## config.mk

```make
export PLATFORM = sky130hd
export DESIGN_NAME = afe_setup_sync_control
export DESIGN_NICKNAME = d
export VERILOG_FILES = /design/src/design/afe_setup_pkg.sv /design/src/design/sample_delay_line.sv /design/src/design/sample_edge_detect.sv /design/src/design/afe_setup_sync_control.sv
export SDC_FILE = /design/constraint.sdc
export NUM_CORES = 1
export LEC_CHECK = 0
export ABC_AREA = 1
export BUFFER_PORTS_ARGS = -buffer_cell sky130_fd_sc_hd__buf_2
export CAP_MARGIN = 30
export CORE_UTILIZATION = 52
export DETAILED_ROUTE_END_ITERATION = 8
export PLACE_DENSITY = 0.8
export SETUP_SLACK_MARGIN = 0.1
export SYNTH_ARGS = -nofsm -noshare
export SYNTH_HDL_FRONTEND = slang
export SYNTH_SLANG_ARGS = --single-unit
```

## constraint.sdc

```tcl
create_clock -name ref_clk -period 2.25 [get_ports ref_clk]
set_input_delay 0.225 -clock ref_clk [delete_from_list [all_inputs] [get_ports ref_clk]]
set_output_delay 0.225 -clock ref_clk [all_outputs]
set_load 0.02 [all_outputs]
```

## src/design/afe_setup_pkg.sv

```systemverilog
// Register map, field layout and timing constants of the front-end control block
package afe_setup_pkg;
  // Word offsets (byte address = 4 * index)
  localparam logic [3:0] idx_clamp_ref = 4'h0;
  localparam logic [3:0] idx_soft_reset = 4'h1;
  localparam logic [3:0] idx_clamp_colour = 4'h2;
  localparam logic [3:0] idx_sample_detect = 4'h3;
  localparam logic [3:0] idx_test_mux = 4'h4;
  localparam int addr_width = 6;
  // Reset values
  localparam logic [3:0] clamp_ref_code_rst = 4'hf;
  localparam logic [1:0] cds_shift_rst = 2'h1;
  localparam logic [2:0] setup4_low_rst = 3'h5;
  // Field positions
  localparam int clamp_ref_lsb = 0;
  localparam int cds_shift_lsb = 4;
  localparam int clamp_enable_bit = 3;
  localparam int colour_lsb = 4;
  localparam int detect_enable_bit = 0;
  localparam int delay_lsb = 1;
  localparam int polarity_bit = 4;
  localparam int clock_test_bit = 7;
  // CDS shift codes
  localparam logic [1:0] cds_advance_1 = 2'h0;
  localparam logic [1:0] cds_nominal = 2'h1;
  localparam logic [1:0] cds_retard_1 = 2'h2;
  localparam logic [1:0] cds_retard_2 = 2'h3;
  // Nominal reset-sample phase within the master clock cycle
  localparam logic [2:0] cds_nominal_phase = 3'h2;
  localparam logic [7:0] byte_zero = 8'h00;
endpackage

```

## src/design/sample_delay_line.sv

```systemverilog
// Delays a one-cycle pulse by a programmed number of master clock periods
`timescale 1ns/1ps
module sample_delay_line
  import afe_setup_pkg::*;
#(
  parameter int depth = 8
)
(
  // Clock and reset
  input wire logic clk,
  input wire logic rst_n,
  // Pulse in and delay
  input wire logic pulse_in,
  input wire logic [2:0] delay,
  // Delayed pulse
  output logic pulse_out
);
  typedef struct packed
  {
    logic [depth-1:0] line;
  } state_type;
  state_type state_reg;
  state_type state_next;

  always_comb
  begin
    state_next = state_reg;
    state_next.line = {state_reg.line[depth-2:0], pulse_in};
  end

  always_ff @(posedge clk or negedge rst_n)
  begin
    if (!rst_n)
    begin
      state_reg <= '0;
    end
    else
    begin
      state_reg <= state_next;
    end
  end

  // Tap 0 is the input itself, tap n is n periods late
  assign pulse_out = (delay == 3'h0) ? pulse_in : state_reg.line[delay - 3'h1];
endmodule

```

## src/design/sample_edge_detect.sv

```systemverilog
// Picks rising or falling edges of the sample strobe as one-cycle pulses
`timescale 1ns/1ps
module sample_edge_detect
  import afe_setup_pkg::*;
(
  // Clock and reset
  input wire logic clk,
  input wire logic rst_n,
  // Strobe and polarity
  input wire logic strobe,
  input wire logic rising,
  // Edge pulse
  output logic edge_pulse
);
  typedef struct packed
  {
    logic prev;
  } state_type;
  state_type state_reg;
  state_type state_next;

  always_comb
  begin
    state_next = state_reg;
    state_next.prev = strobe;
  end

  always_ff @(posedge clk or negedge rst_n)
  begin
    if (!rst_n)
    begin
      state_reg <= '0;
    end
    else
    begin
      state_reg <= state_next;
    end
  end

  assign edge_pulse = rising ? (strobe & ~state_reg.prev) : (~strobe & state_reg.prev);
endmodule

```

## src/design/afe_setup_sync_control.sv

```systemverilog
// Control registers, sample-pulse detect and test output mux of the front end
//
// Overview of operation
// [RULE_01] 4-bit clamp reference code, bits 3:0, resets to all ones, drives clamp DAC.
// [RULE_02] Bits 5:4 shift reset sampling: 00 advance, 01 nominal, 10/11 retard one/two.
// [RULE_03] Any write to the soft reset location resets every internal cell; code keeps the bus acknowledge, read data and response.
// [RULE_04] Controller should issue a soft reset after power-up before other writes.
// [RULE_05] Controller always writes 101 to bits 2:0 of the clamp/colour register.
// [RULE_06] Clamping enabled only while clamp enable bit 3 is one; default off.
// [RULE_07] Colour select bits 5:4 pick red, green or blue; 11 reserved.
// [RULE_08] Detect disabled: raw sample strobe goes straight to timing logic.
// [RULE_09] Detect enabled: a detected strobe edge makes the internal sample pulse.
// [RULE_10] Detected pulse delayed by bits 3:1 master clock periods; ignored when disabled.
// [RULE_11] Polarity bit 4: zero picks falling, one picks rising edges.
// [RULE_12] Clock test bit 7 clear: converter data appears on the output pins.
// [RULE_13] Clock test set: bit 3 shows sample pulse, bit 2 video sample clock.
// [RULE_14] Controller writes zero to all reserved upper bits.
// [RULE_15] Clock test set: bit 1 converter clock, bit 0 reset sample clock.
//
// Added by the designer: the register offsets and register access over Avalon-MM.
`timescale 1ns/1ps
module afe_setup_sync_control
  import afe_setup_pkg::*;
(
  // Clock and reset
  input wire logic ref_clk,
  input wire logic rst_n,
  // Avalon-MM slave
  input wire logic [addr_width-1:0] avs_address,
  input wire logic avs_read,
  input wire logic avs_write,
  input wire logic [31:0] avs_writedata,
  input wire logic [3:0] avs_byteenable,
  output logic [31:0] avs_readdata,
  output logic avs_waitrequest,
  output logic [1:0] avs_response,
  // Sample strobe and timing inputs
  input wire logic sample_strobe,
  input wire logic video_sample_clk,
  input wire logic converter_clk,
  input wire logic reset_sample_clk,
  input wire logic [3:0] converter_data,
  // Analogue control, sample timing and output pin outputs
  output logic [3:0] clamp_ref_code,
  output logic [1:0] cds_reset_shift,
  output logic clamp_enable,
  output logic [1:0] colour_select,
  output logic internal_sample_pulse,
  output logic [2:0] cds_reset_phase,
  output logic [3:0] output_data_pins
);
  typedef struct packed
  {
    logic [1:0] rst_sync;
    logic [7:0] clamp_ref;
    logic [7:0] clamp_colour;
    logic [7:0] sample_detect;
    logic [7:0] test_mux;
    logic soft_reset;
    logic acked;
    logic [31:0] rdata;
    logic [1:0] resp;
    logic pulse;
    logic [2:0] phase;
    logic [3:0] pins;
  } state_type;

  state_type state_reg;
  state_type state_next;
  // Power-on values of every cell
  localparam state_type state_rst =
  '{
    rst_sync: 2'h0,
    clamp_ref: {2'h0, cds_shift_rst, clamp_ref_code_rst},
    clamp_colour: {5'h00, setup4_low_rst},
    sample_detect: byte_zero,
    test_mux: byte_zero,
    soft_reset: 1'b0,
    acked: 1'b0,
    rdata: 32'h00000000,
    resp: 2'h0,
    pulse: 1'b0,
    phase: cds_nominal_phase,
    pins: 4'h0
  };
  logic sys_rst_n;
  logic cell_rst_n;
  logic edge_pulse;
  logic delayed_pulse;
  logic detect_on;
  logic [3:0] word_index;
  logic mapped;

  assign sys_rst_n = state_reg.rst_sync[1];
  // [RULE_03] Soft reset clears cells
  assign cell_rst_n = sys_rst_n & ~state_reg.soft_reset;
  assign detect_on = state_reg.sample_detect[detect_enable_bit];
  assign word_index = avs_address[addr_width-1:2];
  assign mapped = (avs_address[1:0] == 2'h0) && (word_index <= idx_test_mux);

  // [RULE_11] Edge polarity select
  sample_edge_detect edge_unit
  (
    .clk(ref_clk),
    .rst_n(cell_rst_n),
    .strobe(sample_strobe),
    .rising(state_reg.sample_detect[polarity_bit]),
    .edge_pulse(edge_pulse)
  );

  // [RULE_10] Programmed pulse delay
  sample_delay_line #(.depth(8)) delay_unit
  (
    .clk(ref_clk),
    .rst_n(cell_rst_n),
    .pulse_in(edge_pulse),
    .delay(state_reg.sample_detect[delay_lsb +: 3]),
    .pulse_out(delayed_pulse)
  );

  always_comb
  begin
    state_next = state_reg;
    state_next.rst_sync = {state_reg.rst_sync[0], 1'b1};
    state_next.soft_reset = 1'b0;
    state_next.acked = 1'b0;
    // One wait cycle, then a one-cycle acknowledge
    if ((avs_read || avs_write) && !state_reg.acked)
    begin
      state_next.acked = 1'b1;
      state_next.resp = mapped ? 2'h0 : 2'h2;
      state_next.rdata = '0;
      if (avs_write && mapped && avs_byteenable[0])
      begin
        case (word_index)
          idx_clamp_ref: state_next.clamp_ref = avs_writedata[7:0];
          // [RULE_03] Any data triggers reset
          idx_soft_reset: state_next.soft_reset = 1'b1;
          idx_clamp_colour: state_next.clamp_colour = avs_writedata[7:0];
          idx_sample_detect: state_next.sample_detect = avs_writedata[7:0];
          idx_test_mux: state_next.test_mux = avs_writedata[7:0];
          default: state_next.resp = 2'h2;
        endcase
      end
      else if (avs_read && mapped)
      begin
        case (word_index)
          idx_clamp_ref: state_next.rdata = {24'h000000, state_reg.clamp_ref};
          idx_clamp_colour: state_next.rdata = {24'h000000, state_reg.clamp_colour};
          idx_sample_detect: state_next.rdata = {24'h000000, state_reg.sample_detect};
          idx_test_mux: state_next.rdata = {24'h000000, state_reg.test_mux};
          default: state_next.rdata = '0;
        endcase
      end
    end
    // [RULE_08] Raw strobe when detect off
    // [RULE_09] Detected pulse when on
    state_next.pulse = detect_on ? delayed_pulse : sample_strobe;
    // [RULE_02] Reset sampling phase shift
    case (state_reg.clamp_ref[cds_shift_lsb +: 2])
      cds_advance_1: state_next.phase = cds_nominal_phase - 3'h1;
      cds_nominal: state_next.phase = cds_nominal_phase;
      cds_retard_1: state_next.phase = cds_nominal_phase + 3'h1;
      cds_retard_2: state_next.phase = cds_nominal_phase + 3'h2;
      default: state_next.phase = cds_nominal_phase;
    endcase
    // [RULE_12] Data in normal mode
    // [RULE_13] Timing signals in test mode
    // [RULE_15] Low bits carry clocks
    if (state_reg.test_mux[clock_test_bit])
    begin
      state_next.pins = {state_reg.pulse, video_sample_clk, converter_clk, reset_sample_clk};
    end
    else
    begin
      state_next.pins = converter_data;
    end
    // Held at reset until synchroniser releases
    if (!sys_rst_n)
    begin
      state_next = state_rst;
      state_next.rst_sync = {state_reg.rst_sync[0], 1'b1};
    end
    // [RULE_03] Soft reset restores cells
    else if (state_reg.soft_reset)
    begin
      state_next.clamp_ref = state_rst.clamp_ref;
      state_next.clamp_colour = state_rst.clamp_colour;
      state_next.sample_detect = state_rst.sample_detect;
      state_next.test_mux = state_rst.test_mux;
      state_next.pulse = state_rst.pulse;
      state_next.phase = state_rst.phase;
      state_next.pins = state_rst.pins;
    end
  end

  // [RULE_01] Code resets to all ones
  always_ff @(posedge ref_clk or negedge rst_n)
  begin
    if (!rst_n)
    begin
      state_reg <= state_rst;
    end
    else
    begin
      state_reg <= state_next;
    end
  end

  assign avs_waitrequest = ~state_reg.acked;
  assign avs_readdata = state_reg.rdata;
  assign avs_response = state_reg.resp;
  // [RULE_01] Clamp DAC code
  assign clamp_ref_code = state_reg.clamp_ref[clamp_ref_lsb +: 4];
  assign cds_reset_shift = state_reg.clamp_ref[cds_shift_lsb +: 2];
  // [RULE_06] Clamp enable bit
  assign clamp_enable = state_reg.clamp_colour[clamp_enable_bit];
  // [RULE_07] Colour selection
  assign colour_select = state_reg.clamp_colour[colour_lsb +: 2];
  assign internal_sample_pulse = state_reg.pulse;
  assign cds_reset_phase = state_reg.phase;
  assign output_data_pins = state_reg.pins;

  // [RULE_03] Soft reset restores defaults
  soft_reset_a: assert property (@(posedge ref_clk) disable iff (!sys_rst_n) // [RULE_03]
    state_reg.soft_reset |-> ##1 (clamp_ref_code == clamp_ref_code_rst && cds_reset_shift == cds_shift_rst
    && !clamp_enable && output_data_pins == state_rst.pins))
    else $error("soft reset did not restore defaults");
  // [RULE_03] Bus ack survives
  soft_ack_a: assert property (@(posedge ref_clk) disable iff (!sys_rst_n) // [RULE_03]
    state_reg.soft_reset |-> !avs_waitrequest)
    else $error("soft reset dropped the bus acknowledge");
  // [RULE_01] Code follows write
  ref_code_write_a: assert property (@(posedge ref_clk) disable iff (!cell_rst_n) // [RULE_01]
    (avs_write && avs_waitrequest && mapped && avs_byteenable[0] && word_index == idx_clamp_ref)
    |=> clamp_ref_code == $past(avs_writedata[clamp_ref_lsb +: 4]))
    else $error("clamp reference code not written");
  // [RULE_06] Clamp follows write
  clamp_write_a: assert property (@(posedge ref_clk) disable iff (!cell_rst_n) // [RULE_06]
    (avs_write && avs_waitrequest && mapped && avs_byteenable[0] && word_index == idx_clamp_colour)
    |=> clamp_enable == $past(avs_writedata[clamp_enable_bit]))
    else $error("clamp enable not written");
  // [RULE_07] Colour follows write
  colour_write_a: assert property (@(posedge ref_clk) disable iff (!cell_rst_n) // [RULE_07]
    (avs_write && avs_waitrequest && mapped && avs_byteenable[0] && word_index == idx_clamp_colour)
    |=> colour_select == $past(avs_writedata[colour_lsb +: 2]))
    else $error("colour select not written");
  // [RULE_08] Raw strobe passed
  raw_strobe_a: assert property (@(posedge ref_clk) disable iff (!cell_rst_n) // [RULE_08]
    (!detect_on && $past(!detect_on) && $past(cell_rst_n)) |-> internal_sample_pulse == $past(sample_strobe))
    else $error("raw strobe not passed");
  // [RULE_09] Edge makes pulse
  detect_pulse_a: assert property (@(posedge ref_clk) disable iff (!cell_rst_n) // [RULE_09]
    (detect_on && edge_pulse && state_reg.sample_detect[delay_lsb +: 3] == 3'h0) |-> ##1 internal_sample_pulse)
    else $error("detected edge gave no pulse");
  // [RULE_09] Pulse lasts one cycle
  pulse_single_a: assert property (@(posedge ref_clk) disable iff (!cell_rst_n) // [RULE_09]
    (detect_on && $past(detect_on) && $stable(state_reg.sample_detect) && internal_sample_pulse)
    |=> (!internal_sample_pulse || !$stable(state_reg.sample_detect)))
    else $error("internal pulse too long");
  // [RULE_10] Three period delay
  pulse_delay_a: assert property (@(posedge ref_clk) disable iff (!cell_rst_n) // [RULE_10]
    (detect_on && $stable(state_reg.sample_detect) && edge_pulse && state_reg.sample_detect[delay_lsb +: 3] == 3'h3)
    |-> ##4 (internal_sample_pulse || !$stable(state_reg.sample_detect)))
    else $error("pulse delay wrong");
  // [RULE_10] Seven period delay
  pulse_delay7_a: assert property (@(posedge ref_clk) disable iff (!cell_rst_n) // [RULE_10]
    (detect_on && $stable(state_reg.sample_detect) && edge_pulse && state_reg.sample_detect[delay_lsb +: 3] == 3'h7)
    |-> ##8 (internal_sample_pulse || !$stable(state_reg.sample_detect)))
    else $error("long pulse delay wrong");
  // [RULE_11] Edge polarity
  edge_polarity_a: assert property (@(posedge ref_clk) disable iff (!cell_rst_n) // [RULE_11]
    (edge_pulse && $past(cell_rst_n)) |-> (sample_strobe == state_reg.sample_detect[polarity_bit]))
    else $error("wrong edge detected");
  // [RULE_12] Data on pins
  data_pins_a: assert property (@(posedge ref_clk) disable iff (!cell_rst_n) // [RULE_12]
    ($past(!state_reg.test_mux[clock_test_bit]) && $past(cell_rst_n)) |-> output_data_pins == $past(converter_data))
    else $error("data not on output pins");
  // [RULE_13] Upper test bits
  test_pins_a: assert property (@(posedge ref_clk) disable iff (!cell_rst_n) // [RULE_13]
    ($past(state_reg.test_mux[clock_test_bit]) && $past(cell_rst_n)) |-> output_data_pins[3:2] ==
    {$past(state_reg.pulse), $past(video_sample_clk)})
    else $error("test mux upper bits wrong");
  // [RULE_15] Lower test bits
  test_clocks_a: assert property (@(posedge ref_clk) disable iff (!cell_rst_n) // [RULE_15]
    ($past(state_reg.test_mux[clock_test_bit]) && $past(cell_rst_n)) |-> output_data_pins[1:0] ==
    {$past(converter_clk), $past(reset_sample_clk)})
    else $error("test mux lower bits wrong");
  // [RULE_02] Retard two periods
  cds_phase_a: assert property (@(posedge ref_clk) disable iff (!cell_rst_n) // [RULE_02]
    ($stable(cds_reset_shift) && cds_reset_shift == cds_retard_2) |=> cds_reset_phase == cds_nominal_phase + 3'h2)
    else $error("cds phase wrong");
  // [RULE_02] Advance one period
  cds_advance_a: assert property (@(posedge ref_clk) disable iff (!cell_rst_n) // [RULE_02]
    ($stable(cds_reset_shift) && cds_reset_shift == cds_advance_1) |=> cds_reset_phase == cds_nominal_phase - 3'h1)
    else $error("cds advance phase wrong");
  // [RULE_02] Retard one period
  cds_retard_a: assert property (@(posedge ref_clk) disable iff (!cell_rst_n) // [RULE_02]
    ($stable(cds_reset_shift) && cds_reset_shift == cds_retard_1) |=> cds_reset_phase == cds_nominal_phase + 3'h1)
    else $error("cds retard phase wrong");
  // [RULE_02] Nominal phase
  cds_nominal_a: assert property (@(posedge ref_clk) disable iff (!cell_rst_n) // [RULE_02]
    ($stable(cds_reset_shift) && cds_reset_shift == cds_nominal) |=> cds_reset_phase == cds_nominal_phase)
    else $error("cds nominal phase wrong");
  cover_detect_c: cover property (@(posedge ref_clk) detect_on && internal_sample_pulse);
  cover_delay_c: cover property (@(posedge ref_clk) detect_on && state_reg.sample_detect[delay_lsb +: 3] == 3'h7
    && internal_sample_pulse);
  cover_test_c: cover property (@(posedge ref_clk) state_reg.test_mux[7]);
  cover_soft_c: cover property (@(posedge ref_clk) state_reg.soft_reset);
  cover_rd_c: cover property (@(posedge ref_clk) avs_read && !avs_waitrequest);
endmodule

```

==> impl_results.md, run 1 <==
- Outcome: finished, final reports clean
- Mapped Area: around 3400 um2
- Setup total negative slack: 0 ps
- Hold path startpoint: sample_strobe
- Net switching power: between 600 and 700 uW
- Fillers: 590
- Die height: about 83 um
- Antenna violations before repair: 0
- Initial Util: 0.537
- Tot Pwr: 2.29 mW
- Clock sinks: 62
- Ranking of synthesized cells by area: dfrtp_1 (40%), buf_4 (11%), nand2_1 (11%), nand3_1 (10%), dfstp_2 (6.2%)
- Mux cell area share after synthesis: 0
- Area share of the largest cell type after synthesis: 0.399
- Most frequent cells in the layout: nand2_1 (98), nand3_1 (71), dfrtp_1 (54)
- Maximum VDD drop: between 300 and 400 uV
- Reg clk slew, reported paths: around 60 ps
- DR vias: 2823
- Synth Area in Adders: 0.0185
- Max-Slew Margin vs Limit: 0.342
- Reg2Reg Launch Point: state_reg[42]$_DFF_PN0_
- #FFs+latches synth: slightly above 60
- Area fraction in compound gates after synthesis: 0.0332
- Max Buffers Root-to-Sink: 2
- RSZ-0062 raised after global routing: false
- Required @ worst endpoint: ~2500 ps
- DR vias/cell: 5.20
- DP Wirelength: 5460 um
- Site Rows: 29
- Worst Tran Pin Value: 981 ps
- DRT Wirelength: 7560 um
- Share of post-route cells with drive strength above 1: 0.208
- Gate count of the mapped netlist: roughly 430
- Synthesized area per cell: approximately 8.0 um2
- Die W: about 83 um
- Finished Core Util: 0.586
- GRT Total Usage: 0.246
- Post-CTS resize count: 0
- CTS H-tree lvls: 3
- Hold slack: approximately 18 ps
- Max_cap viols: 0
- ANT nets after route: 0
- Clk_skew: ~6 ps
- CTS tree: done
- Largest family of logic cells by synthesized area: simple AND/OR/NAND/NOR gates
- Core area: around 6300 um2
- Clock power frac: 0.395
- Number of global-route vias before repair: around 2600
- Fin nets: between 500 and 600
- Synth Area in XOR/XNOR: 0.00258
- Detailed Route Iter0 Violations: 216
- DR pass1 iterations: 6
- I/O Buffers: 53
- Pwr/cell area: between 600 and 700 nW/um2
- Most common cell after layout, fill and taps aside: nand2_1
- Fmax: ~560 MHz
- Sequential Power Share: 0.501
- Kind of critical path: flop to flop
- Number of remaining DRC errors: 0
- First-pass GRT wire length: ~12000 um
- Final min period: roughly 1800 ps
- Crit path capture type: flop
- Final WS setup: 458 ps
- Largest net degree at the start of global routing: approximately 50
- Remaining global-route overflow: 0
- Static Leak: about 2.0 nW
- Largest register FFs: 25
- Final period util: 0.797
- P&R area growth vs syn: 9.20%
- Register area share after synthesis: 0.461
- Cell-internal power: 1.68 mW
- Worst min path class: primary input to flop
- Area leader, netlist: dfrtp_1
- Final setup viols: 0
- Synth Warn #: 0
- CP arrival: 2010 ps
- Crit start category: flop
- CTS Buf Count: 9
- Comb power frac: 0.104
- Ant. Diodes: 0
- Worst-path maximum fanout: 11
- Placer Congestion: a little over 0.9
- Synth Area in Simple Gates: 0.322
- Count of unique library cells instantiated by Yosys: 26
- CTS root buf: clkbuf_8
- Io pins: between 100 and 150
- Setup WS pre-CTS: roughly 300 ps
- WL/cell: between 10 and 15 um
- Final hold violation count: 0
- Switch share: 0.265
- Die Area: approximately 6800 um2
- Max Slew Vio Count: 0
- Clock Latency Late Sink: approximately 340 ps
- CP Launch Point: state_reg[42]$_DFF_PN0_
synthesized netlist by cell type:
library cell / instances
or2_2: 1
nand3_1: 71
clkbuf_1: 7
dfrtp_1: 54
conb_1: 2
nor2_1: 43
ha_1: 5
nand3b_1: 2
nand2_2: 2
nor2_2: 5
o21ai_1: 6
o211ai_1: 3
nand4_1: 8
o21ai_0: 10
buf_4: 49
xor2_1: 1
nor2_4: 3
clkinv_1: 1
nor3_1: 4
buf_2: 4
nand2_1: 98
dfstp_2: 8
inv_1: 34
nor3_4: 1
a21oi_1: 2
nand3_2: 2
worst paths after layout:
| kind | endpoint | slack, ps | depth (start not counted) |
|---|---|---|---|
| worst max-delay path | state_reg[51]$_DFFE_PN0P_ | 460 | 6 |
| worst min-delay path | edge_unit.state_reg$_DFF_PN0_ | 20 | 1 |
| worst max register to register | state_reg[51]$_DFFE_PN0P_ | 460 | 6 |
| worst min register to register | state_reg[77]$_DFF_PN0_ | 360 | 0 |
| max in group asynchronous | clamp_ref_code[3]$_DFFE_PN1P_ | 1200 | 3 |
| min in group asynchronous | state_reg[74]$_DFFE_PN0P_ | 430 | 2 |
stage by stage:
step	area (um2)	std cells
2_1_floorplan	3480	450
3_3_place_gp	3500	526
3_5_place_dp	3500	526
4_1_cts	3700	543
5_1_grt	3700	543
6_report	3700	543
final cells by class:
class / instances / area [um2] / share of cell area
Clock buffer: 13 / 169 / 0.0457
Clock inverter: 3 / 17.5 / 0.00473
Inverter: 35 / 131 / 0.0355
Multi-Input combinational cell: 293 / 1380 / 0.373
Sequential cell: 62 / 1560 / 0.422
Tap cell: 77 / 96.3 / 0.0260
Timing Repair Buffer: 60 / 345 / 0.0933
worst max-delay path, cell delays in order, from the launching register on:
cell	delay (ps)
dfrtp_1	360
inv_1	60
o21ai_1	320
nor2_2	390
nand2_1	290
nand3_1	160
nand2_1	70
kinds of logic (layout without fill, tap and decap cells):
| logic type | after synthesis | after routing |
|---|---|---|
| xor+xnor | 1 | 1 |
| fa+ha+maj | 5 | 5 |
| compound gates | 21 | 21 |
| simple gates | 240 | 240 |
| buf+inv | 95 | 111 |
| other cells | 2 | 26 |
| flops | 62 | 62 |
layer usage:
metal,GRT usage,wire length [um],up-vias
met3,0.0637,682,12
met2,0.383,3530,132
li1,-,-,1359
met5,0,0,-
met1,0.315,3210,1320
met4,0.126,138,0
what timing repair did:
| action | CTS | global route |
|---|---|---|
| hold buffers | 1 | 0 |
| hold endpoints to repair | 19 | 0 |
| setup buffers | 0 | 0 |
power groups by stage:
| stage | logic (mW) | clock network, mW | registers [mW] |
|---|---|---|---|
| after floorplan | 0.185 | 0 | 1.17 |
| after global placement | 0.231 | 0 | 1.17 |
| after detailed placement | 0.235 | 0 | 1.17 |
| after CTS | 0.238 | 0.921 | 1.15 |
| after global routing | 0.270 | 0.972 | 1.15 |
| final | 0.239 | 0.905 | 1.15 |
Note: power is estimated with default switching activity, not from simulation.
==> run 2, diff against run 1 <==
--- a/config.mk
+++ b/config.mk
@@ -8,9 +8,9 @@
 export ABC_AREA = 1
 export BUFFER_PORTS_ARGS = -buffer_cell sky130_fd_sc_hd__buf_2
 export CAP_MARGIN = 30
-export CORE_UTILIZATION = 52
+export CORE_UTILIZATION = 51
 export DETAILED_ROUTE_END_ITERATION = 8
-export PLACE_DENSITY = 0.8
+export PLACE_DENSITY = 0.79
 export SETUP_SLACK_MARGIN = 0.1
 export SYNTH_ARGS = -nofsm -noshare
 export SYNTH_HDL_FRONTEND = slang
==> constraint.sdc (replaced) <==
create_clock -name ref_clk -period 1.7 [get_ports ref_clk]
set_input_delay 0.17 -clock ref_clk [delete_from_list [all_inputs] [get_ports ref_clk]]
set_output_delay 0.17 -clock ref_clk [all_outputs]
set_load 0.02 [all_outputs]
==> run 2 against run 1 <==
Effect of this change:
- setup slack got worse by 260 ps
- global-route usage decreased by 1.4 points
- hold slack improved by 48 ps
- clock power increased by 52%
- register-to-register slack got worse by 260 ps
- wire length increased by 1.3%
- largest power group unchanged
==> impl_results.md, run 2 (synthesis gave the netlist of run 1 again) <==
- Max-Slew Margin vs Limit: 0.609 (+0.267)
- Finished Core Util: 0.604 (+0.0182)
- Largest net degree at the start of global routing: 49 (-3.9%)
- Fin nets: 533 (+2.5%)
- Most common cell after layout, fill and taps aside: nand2_1
- First-pass GRT wire length: 12600 um (+4.3%)
- Initial Util: 0.531 (-0.00610)
- Cells after DPL: 538 (+2.3%)
- DR vias: 2898 (+2.7%)
- Core area: 6390 um2 (+1.1%)
- Ant. Diodes: 0 (unchanged)
- Final WS setup: 198 ps (-260 ps)
- Hold slack: 66.7 ps (+48.4 ps)
- Final hold violation count: 0 (unchanged)
- Number of global-route vias before repair: 2691 (+3.2%)
- Number of remaining DRC errors: 0 (unchanged)
- Crit path capture type: flop
- Detailed Route Iter0 Violations: 228 (+5.6%)
- Setup WS pre-CTS: 9.76 ps (-295 ps)
- Reg clk slew, reported paths: 80 ps (+20 ps)
- CTS Buf Count: 9 (unchanged)
- CP arrival: 1780 ps (-230 ps)
- Antenna violations before repair: 0 (unchanged)
- Worst-path maximum fanout: 7 (-4)
- Crit start category: flop
- Clock sinks: 62 (unchanged)
- Max Buffers Root-to-Sink: 2 (unchanged)
- I/O Buffers: 53 (unchanged)
- Final period util: 0.884 (+0.0870)
- Most frequent cells in the layout: nand2_1 (97), nand3_1 (71), dfrtp_1 (54)
- RSZ-0062 raised after global routing: false
- DP Wirelength: 5570 um (+1.9%)
- Design Area, Final: 3860 um2 (+4.3%)
- Clock Latency Late Sink: 350 ps (about the same)
- Required @ worst endpoint: 1980 ps (-490 ps)
- Comb power frac: 0.103 (about the same)
- Pwr/cell area: 838 nW/um2 (+35%)
- Clk_skew: 11.1 ps (+5.20 ps)
- WL/cell: 13.8 um (-1.1%)
- Share of post-route cells with drive strength above 1: 0.240 (+0.0319)
- Max Slew Vio Count: 0 (unchanged)
- DP Area: 3610 um2 (+2.9%)
- DRT Wirelength: 7650 um (+1.3%)
- ANT nets after route: 0 (unchanged)
- Die Area: 6970 um2 (+1.9%)
- Cell-internal power: 2.37 mW (+41%)
- DR pass1 iterations: 5 (-1)
- GRT Total Usage: 0.232 (-0.0144)
- Tot Pwr: 3.23 mW (+41%)
- Final setup viols: 0 (unchanged)
- Remaining global-route overflow: 0 (unchanged)
- Max_cap viols: 0 (unchanged)
- Static Leak: 2.05 nW (+4.4%)
- Outcome: finished, final reports clean
- Io pins: 106 (unchanged)
- Die W: 83.5 um (+0.96%)
- Die height: 83.5 um (+0.96%)
- Kind of critical path: flop to flop
- Final min period: 1500 ps (-290 ps)
- Final Non-Filler Cells: 556 (+2.4%)
- CTS tree: done
- Site Rows: 29 (unchanged)
- Largest register FFs: 25 (unchanged)
- Sequential Power Share: 0.470 (-0.031)
- CTS H-tree lvls: 3 (unchanged)
- Setup total negative slack: 0 ps (unchanged)
- Maximum VDD drop: 481 uV (+50%)
- Clock power frac: 0.428 (+0.033)
- Switch share: 0.268 (+0.00239)
- Fmax: 666 MHz (+19%)
- DR vias/cell: 5.21 (+0.26%)
- P&R area growth vs syn: 13.9%
- CTS root buf: clkbuf_8
- Worst Tran Pin Value: 584 ps (-396 ps)
- Placer Congestion: 0.971 (+4.3%)
- Worst min path class: primary input to flop
- Net switching power: 865 uW (+42%)
## run 2: changes by cell type in the layout (fill, tap and decap cells not counted), moves of 2 or more
cell | previous run | this run
buf_4 | 4 | 15
clkinv_2 | 2 | 0
clkinv_4 | 0 | 2
inv_6 | 0 | 2
nor2_1 | 42 | 40
nor2_2 | 5 | 7
## run 2: final timing paths
check,start,to,slack [ps],cells after the start
worst max register to register,state_reg[77]$_DFF_PN0_,state_reg[75]$_DFFE_PN0P_,200,6
worst min-delay path,reset_sample_clk,output_data_pins[0]$_DFF_PN0_,70,3
min in group asynchronous,rst_n,avs_readdata[5]$_DFFE_PN0P_,330,2
worst min register to register,state_next[77]$_DFF_PN0_,state_reg[77]$_DFF_PN0_,360,0
worst max-delay path,state_reg[77]$_DFF_PN0_,state_reg[75]$_DFFE_PN0P_,200,6
max in group asynchronous,rst_n,state_reg[62]$_DFFE_PN1P_,760,3
## run 2: area by class of cell
class                           instances  area, um2
Clock buffer                           11        151
Clock inverter                          5       65.1
Fill cell                             605       2530
Inverter                               35        131
Multi-Input combinational cell        293       1400
Sequential cell                        62       1560
Tap cell                               77       96.3
Timing Repair Buffer                   73        458
## run 2: worst max-delay path: stages, from the launching register on
cell and delay [ps]:
dfrtp_1 340, inv_1 80, nor2_4 240, nand2_1 210
nor3_1 370, nand2_1 110, nand2_1 80
## run 2: per-layer routing
metal	GRT usage	routed length [um]	up-vias
li1	-	-	1393
met1	0.317	3330	1357
met2	0.363	3630	137
met3	0.0603	588	11
met4	0.0724	101	0
met5	0	0	-
## run 2: power by group through the flow
| stage | clock network (mW) | registers (mW) | logic [mW] |
|---|---|---|---|
| 2_1_floorplan | 0 | 1.54 | 0.245 |
| 3_3_place_gp | 0 | 1.54 | 0.316 |
| 3_5_place_dp | 0 | 1.55 | 0.320 |
| 4_1_cts | 1.41 | 1.52 | 0.326 |
| 5_1_grt | 1.48 | 1.52 | 0.363 |
| 6_report | 1.38 | 1.52 | 0.332 |
## run 2: repair_timing
item,CTS,global route
setup buffers,0,0
endpoints found under the setup margin,7,35
hold buffers,2,0
gates resized for setup,1,4
endpoints found under the hold margin,18,0
==> run 3, diff against run 2 <==
--- a/config.mk
+++ b/config.mk
@@ -8,9 +8,10 @@
 export ABC_AREA = 1
 export BUFFER_PORTS_ARGS = -buffer_cell sky130_fd_sc_hd__buf_2
 export CAP_MARGIN = 30
-export CORE_UTILIZATION = 51
+export CORE_UTILIZATION = 52
+export CTS_BUF_LIST = sky130_fd_sc_hd__clkbuf_8
 export DETAILED_ROUTE_END_ITERATION = 8
-export PLACE_DENSITY = 0.79
+export PLACE_DENSITY = 0.8
 export SETUP_SLACK_MARGIN = 0.1
 export SYNTH_ARGS = -nofsm -noshare
 export SYNTH_HDL_FRONTEND = slang
==> run 3 against run 2 <==
Effect of this change:
- non-clock buffer count up 1
- critical path depth did not move
- die area shrank 1.9%
- combinational power about the same
- utilization up 0.34 points
- cell count did not move
- clock power decreased by 9%
- power shrank 4.2%
- setup slack improved by 66 ps
- critical path type unchanged
- highest routed layer unchanged
==> impl_results.md, run 3 (synthesis gave the netlist of run 1 again) <==
- Clock sinks: 62 (unchanged)
- Largest register FFs: 25 (unchanged)
- DP Wirelength: 5490 um (-1.4%)
- Finished Core Util: 0.608 (+0.00338)
- Detailed Route Iter0 Violations: 202 (-11%)
- Static Leak: 2.04 nW (-0.44%)
- CP most frequent cell: nand2_1
- Outcome: finished, final reports clean
- CTS root buf: clkbuf_8
- Required @ worst endpoint: 1930 ps (-50 ps)
- Final WS setup: 264 ps (+65.9 ps)
- Reg clk slew, reported paths: 70 ps (about the same)
- Initial Util: 0.537 (+0.00610)
- Final hold violation count: 0 (unchanged)
- Most common cell after layout, fill and taps aside: nand2_1
- Die Area: 6840 um2 (-1.9%)
- WL/cell: 13.5 um (-2.1%)
- RSZ-0062 raised after global routing: false
- Hold slack: 71.7 ps (+4.96 ps)
- FF-to-FF path depth: 6 (unchanged)
- Post-CTS setup buffers: 0 (unchanged)
- Die height: 82.7 um (-0.95%)
- Worst path slowest cell: dfrtp_1
- Worst min path class: primary input to flop
- Max Slew Vio Count: 0 (unchanged)
- ANT nets after route: 0 (unchanged)
- Setup WS pre-CTS: 116 ps (+107 ps)
- DR pass1 iterations: 5 (unchanged)
- CTS tree: done
- CP peak stage delay: 360 ps (about the same)
- Max Buffers Root-to-Sink: 2 (unchanged)
- First-pass GRT wire length: 12100 um (-4.2%)
- Worst-path maximum fanout: 18 (+11)
- Buffers plus inverters on the worst setup path: 2 (+1)
- DR vias/cell: 5.17 (-0.79%)
- Site Rows: 29 (unchanged)
- CTS Buf Count: 9 (unchanged)
- Number of remaining DRC errors: 0 (unchanged)
- Antenna violations before repair: 0 (unchanged)
- Share of post-route cells with drive strength above 1: 0.238 (-0.00209)
- CP Depth: 6 (unchanged)
- Max_cap viols: 0 (unchanged)
- CTS H-tree lvls: 3 (unchanged)
- Tot Pwr: 3.10 mW (-4.2%)
- Kind of critical path: flop to flop
- Setup total negative slack: 0 ps (unchanged)
- DR vias: 2875 (-0.79%)
- Crit start category: flop
- Final Non-Filler Cells: 556 (unchanged)
- Ant. Diodes: 0 (unchanged)
- Clock Latency Late Sink: 340 ps (about the same)
- DP Area: 3600 um2 (-0.14%)
- Final period util: 0.845 (-0.0388)
- Remaining global-route overflow: 0 (unchanged)
- I/O Buffers: 53 (unchanged)
- Number of global-route vias before repair: 2555 (-5.1%)
- CP cell instances: inv_1 > nor2_4 > buf_4 > nand2_1 > nand2_1 > nand2_1
- Final min period: 1440 ps (-65.9 ps)
- Fmax: 696 MHz (+4.6%)
- Hold Path Cell Cnt: 3 (unchanged)
- GRT Total Usage: 0.241 (+0.00998)
- Clk_skew: 5.66 ps (-5.46 ps)
- Fin nets: 534 (+0.19%)
- CP arrival: 1670 ps (-110 ps)
- Crit-path leading delay family: simple AND/OR/NAND/NOR gates
- Design Area, Final: 3840 um2 (-0.58%)
- Cells after DPL: 539 (+0.19%)
- Crit path capture type: flop
- Maximum VDD drop: 583 uV (+21%)
- Core area: 6310 um2 (-1.1%)
- Pwr/cell area: 808 nW/um2 (-3.6%)
- DRT Wirelength: 7500 um (-2.1%)
- Most frequent cells in the layout: nand2_1 (97), nand3_1 (71), dfrtp_1 (54)
- Largest net degree at the start of global routing: 54 (+10%)
- Final setup viols: 0 (unchanged)
- P&R area growth vs syn: 13.2%
- Placer Congestion: 0.938 (-3.4%)
- Die W: 82.7 um (-0.95%)
- Io pins: 106 (unchanged)
==> run 3: layout make-up <==
type                            count  area [um2]
Inverter                           35         131
Clock inverter                      5        51.3
Tap cell                           77        96.3
Fill cell                         581        2480
Multi-Input combinational cell    293        1410
Clock buffer                       10         138
Timing Repair Buffer               74         453
Sequential cell                    62        1560
==> run 3: tightest hold or removal path: stages <==
cell and delay, ps:
buf_2 70, nor2_1 40, nor2_1 90
==> run 3: per-layer routing <==
metal  track usage  wire length (um)
met5             0                 0
met2         0.364              3460
met4         0.124               193
met1         0.335              3320
met3        0.0363               522
==> run 3: repair_timing <==
| action | in CTS | in global routing |
|---|---|---|
| hold endpoints to repair | 46 | 0 |
| resized for setup | 0 | 6 |
| endpoints found under the setup margin | 0 | 36 |
| hold buffers | 2 | 0 |
==> run 3: worst paths after layout <==
check | startpoint | endpoint | slack [ps]
setup / recovery | state_reg[77]$_DFF_PN0_ | state_reg[74]$_DFFE_PN0P_ | 260
hold / removal | converter_clk | output_data_pins[1]$_DFF_PN0_ | 70
setup reg to reg | state_reg[77]$_DFF_PN0_ | state_reg[74]$_DFFE_PN0P_ | 260
hold reg to reg | state_next[77]$_DFF_PN0_ | state_reg[77]$_DFF_PN0_ | 350
max in group asynchronous | state_reg[77]$_DFF_PN0_ | edge_unit.state_reg$_DFF_PN0_ | 860
min in group asynchronous | rst_n | state_reg[67]$_DFFE_PN0P_ | 340
==> run 3: power by group <==
| group | internal [mW] | switching [mW] | leakage, nW |
|---|---|---|---|
| sequential | 1.51 | 0.0128 | 0.815 |
| clock | 0.698 | 0.552 | 0.0993 |
| combinational | 0.0900 | 0.241 | 1.12 |
| total | 2.29 | 0.805 | 2.04 |
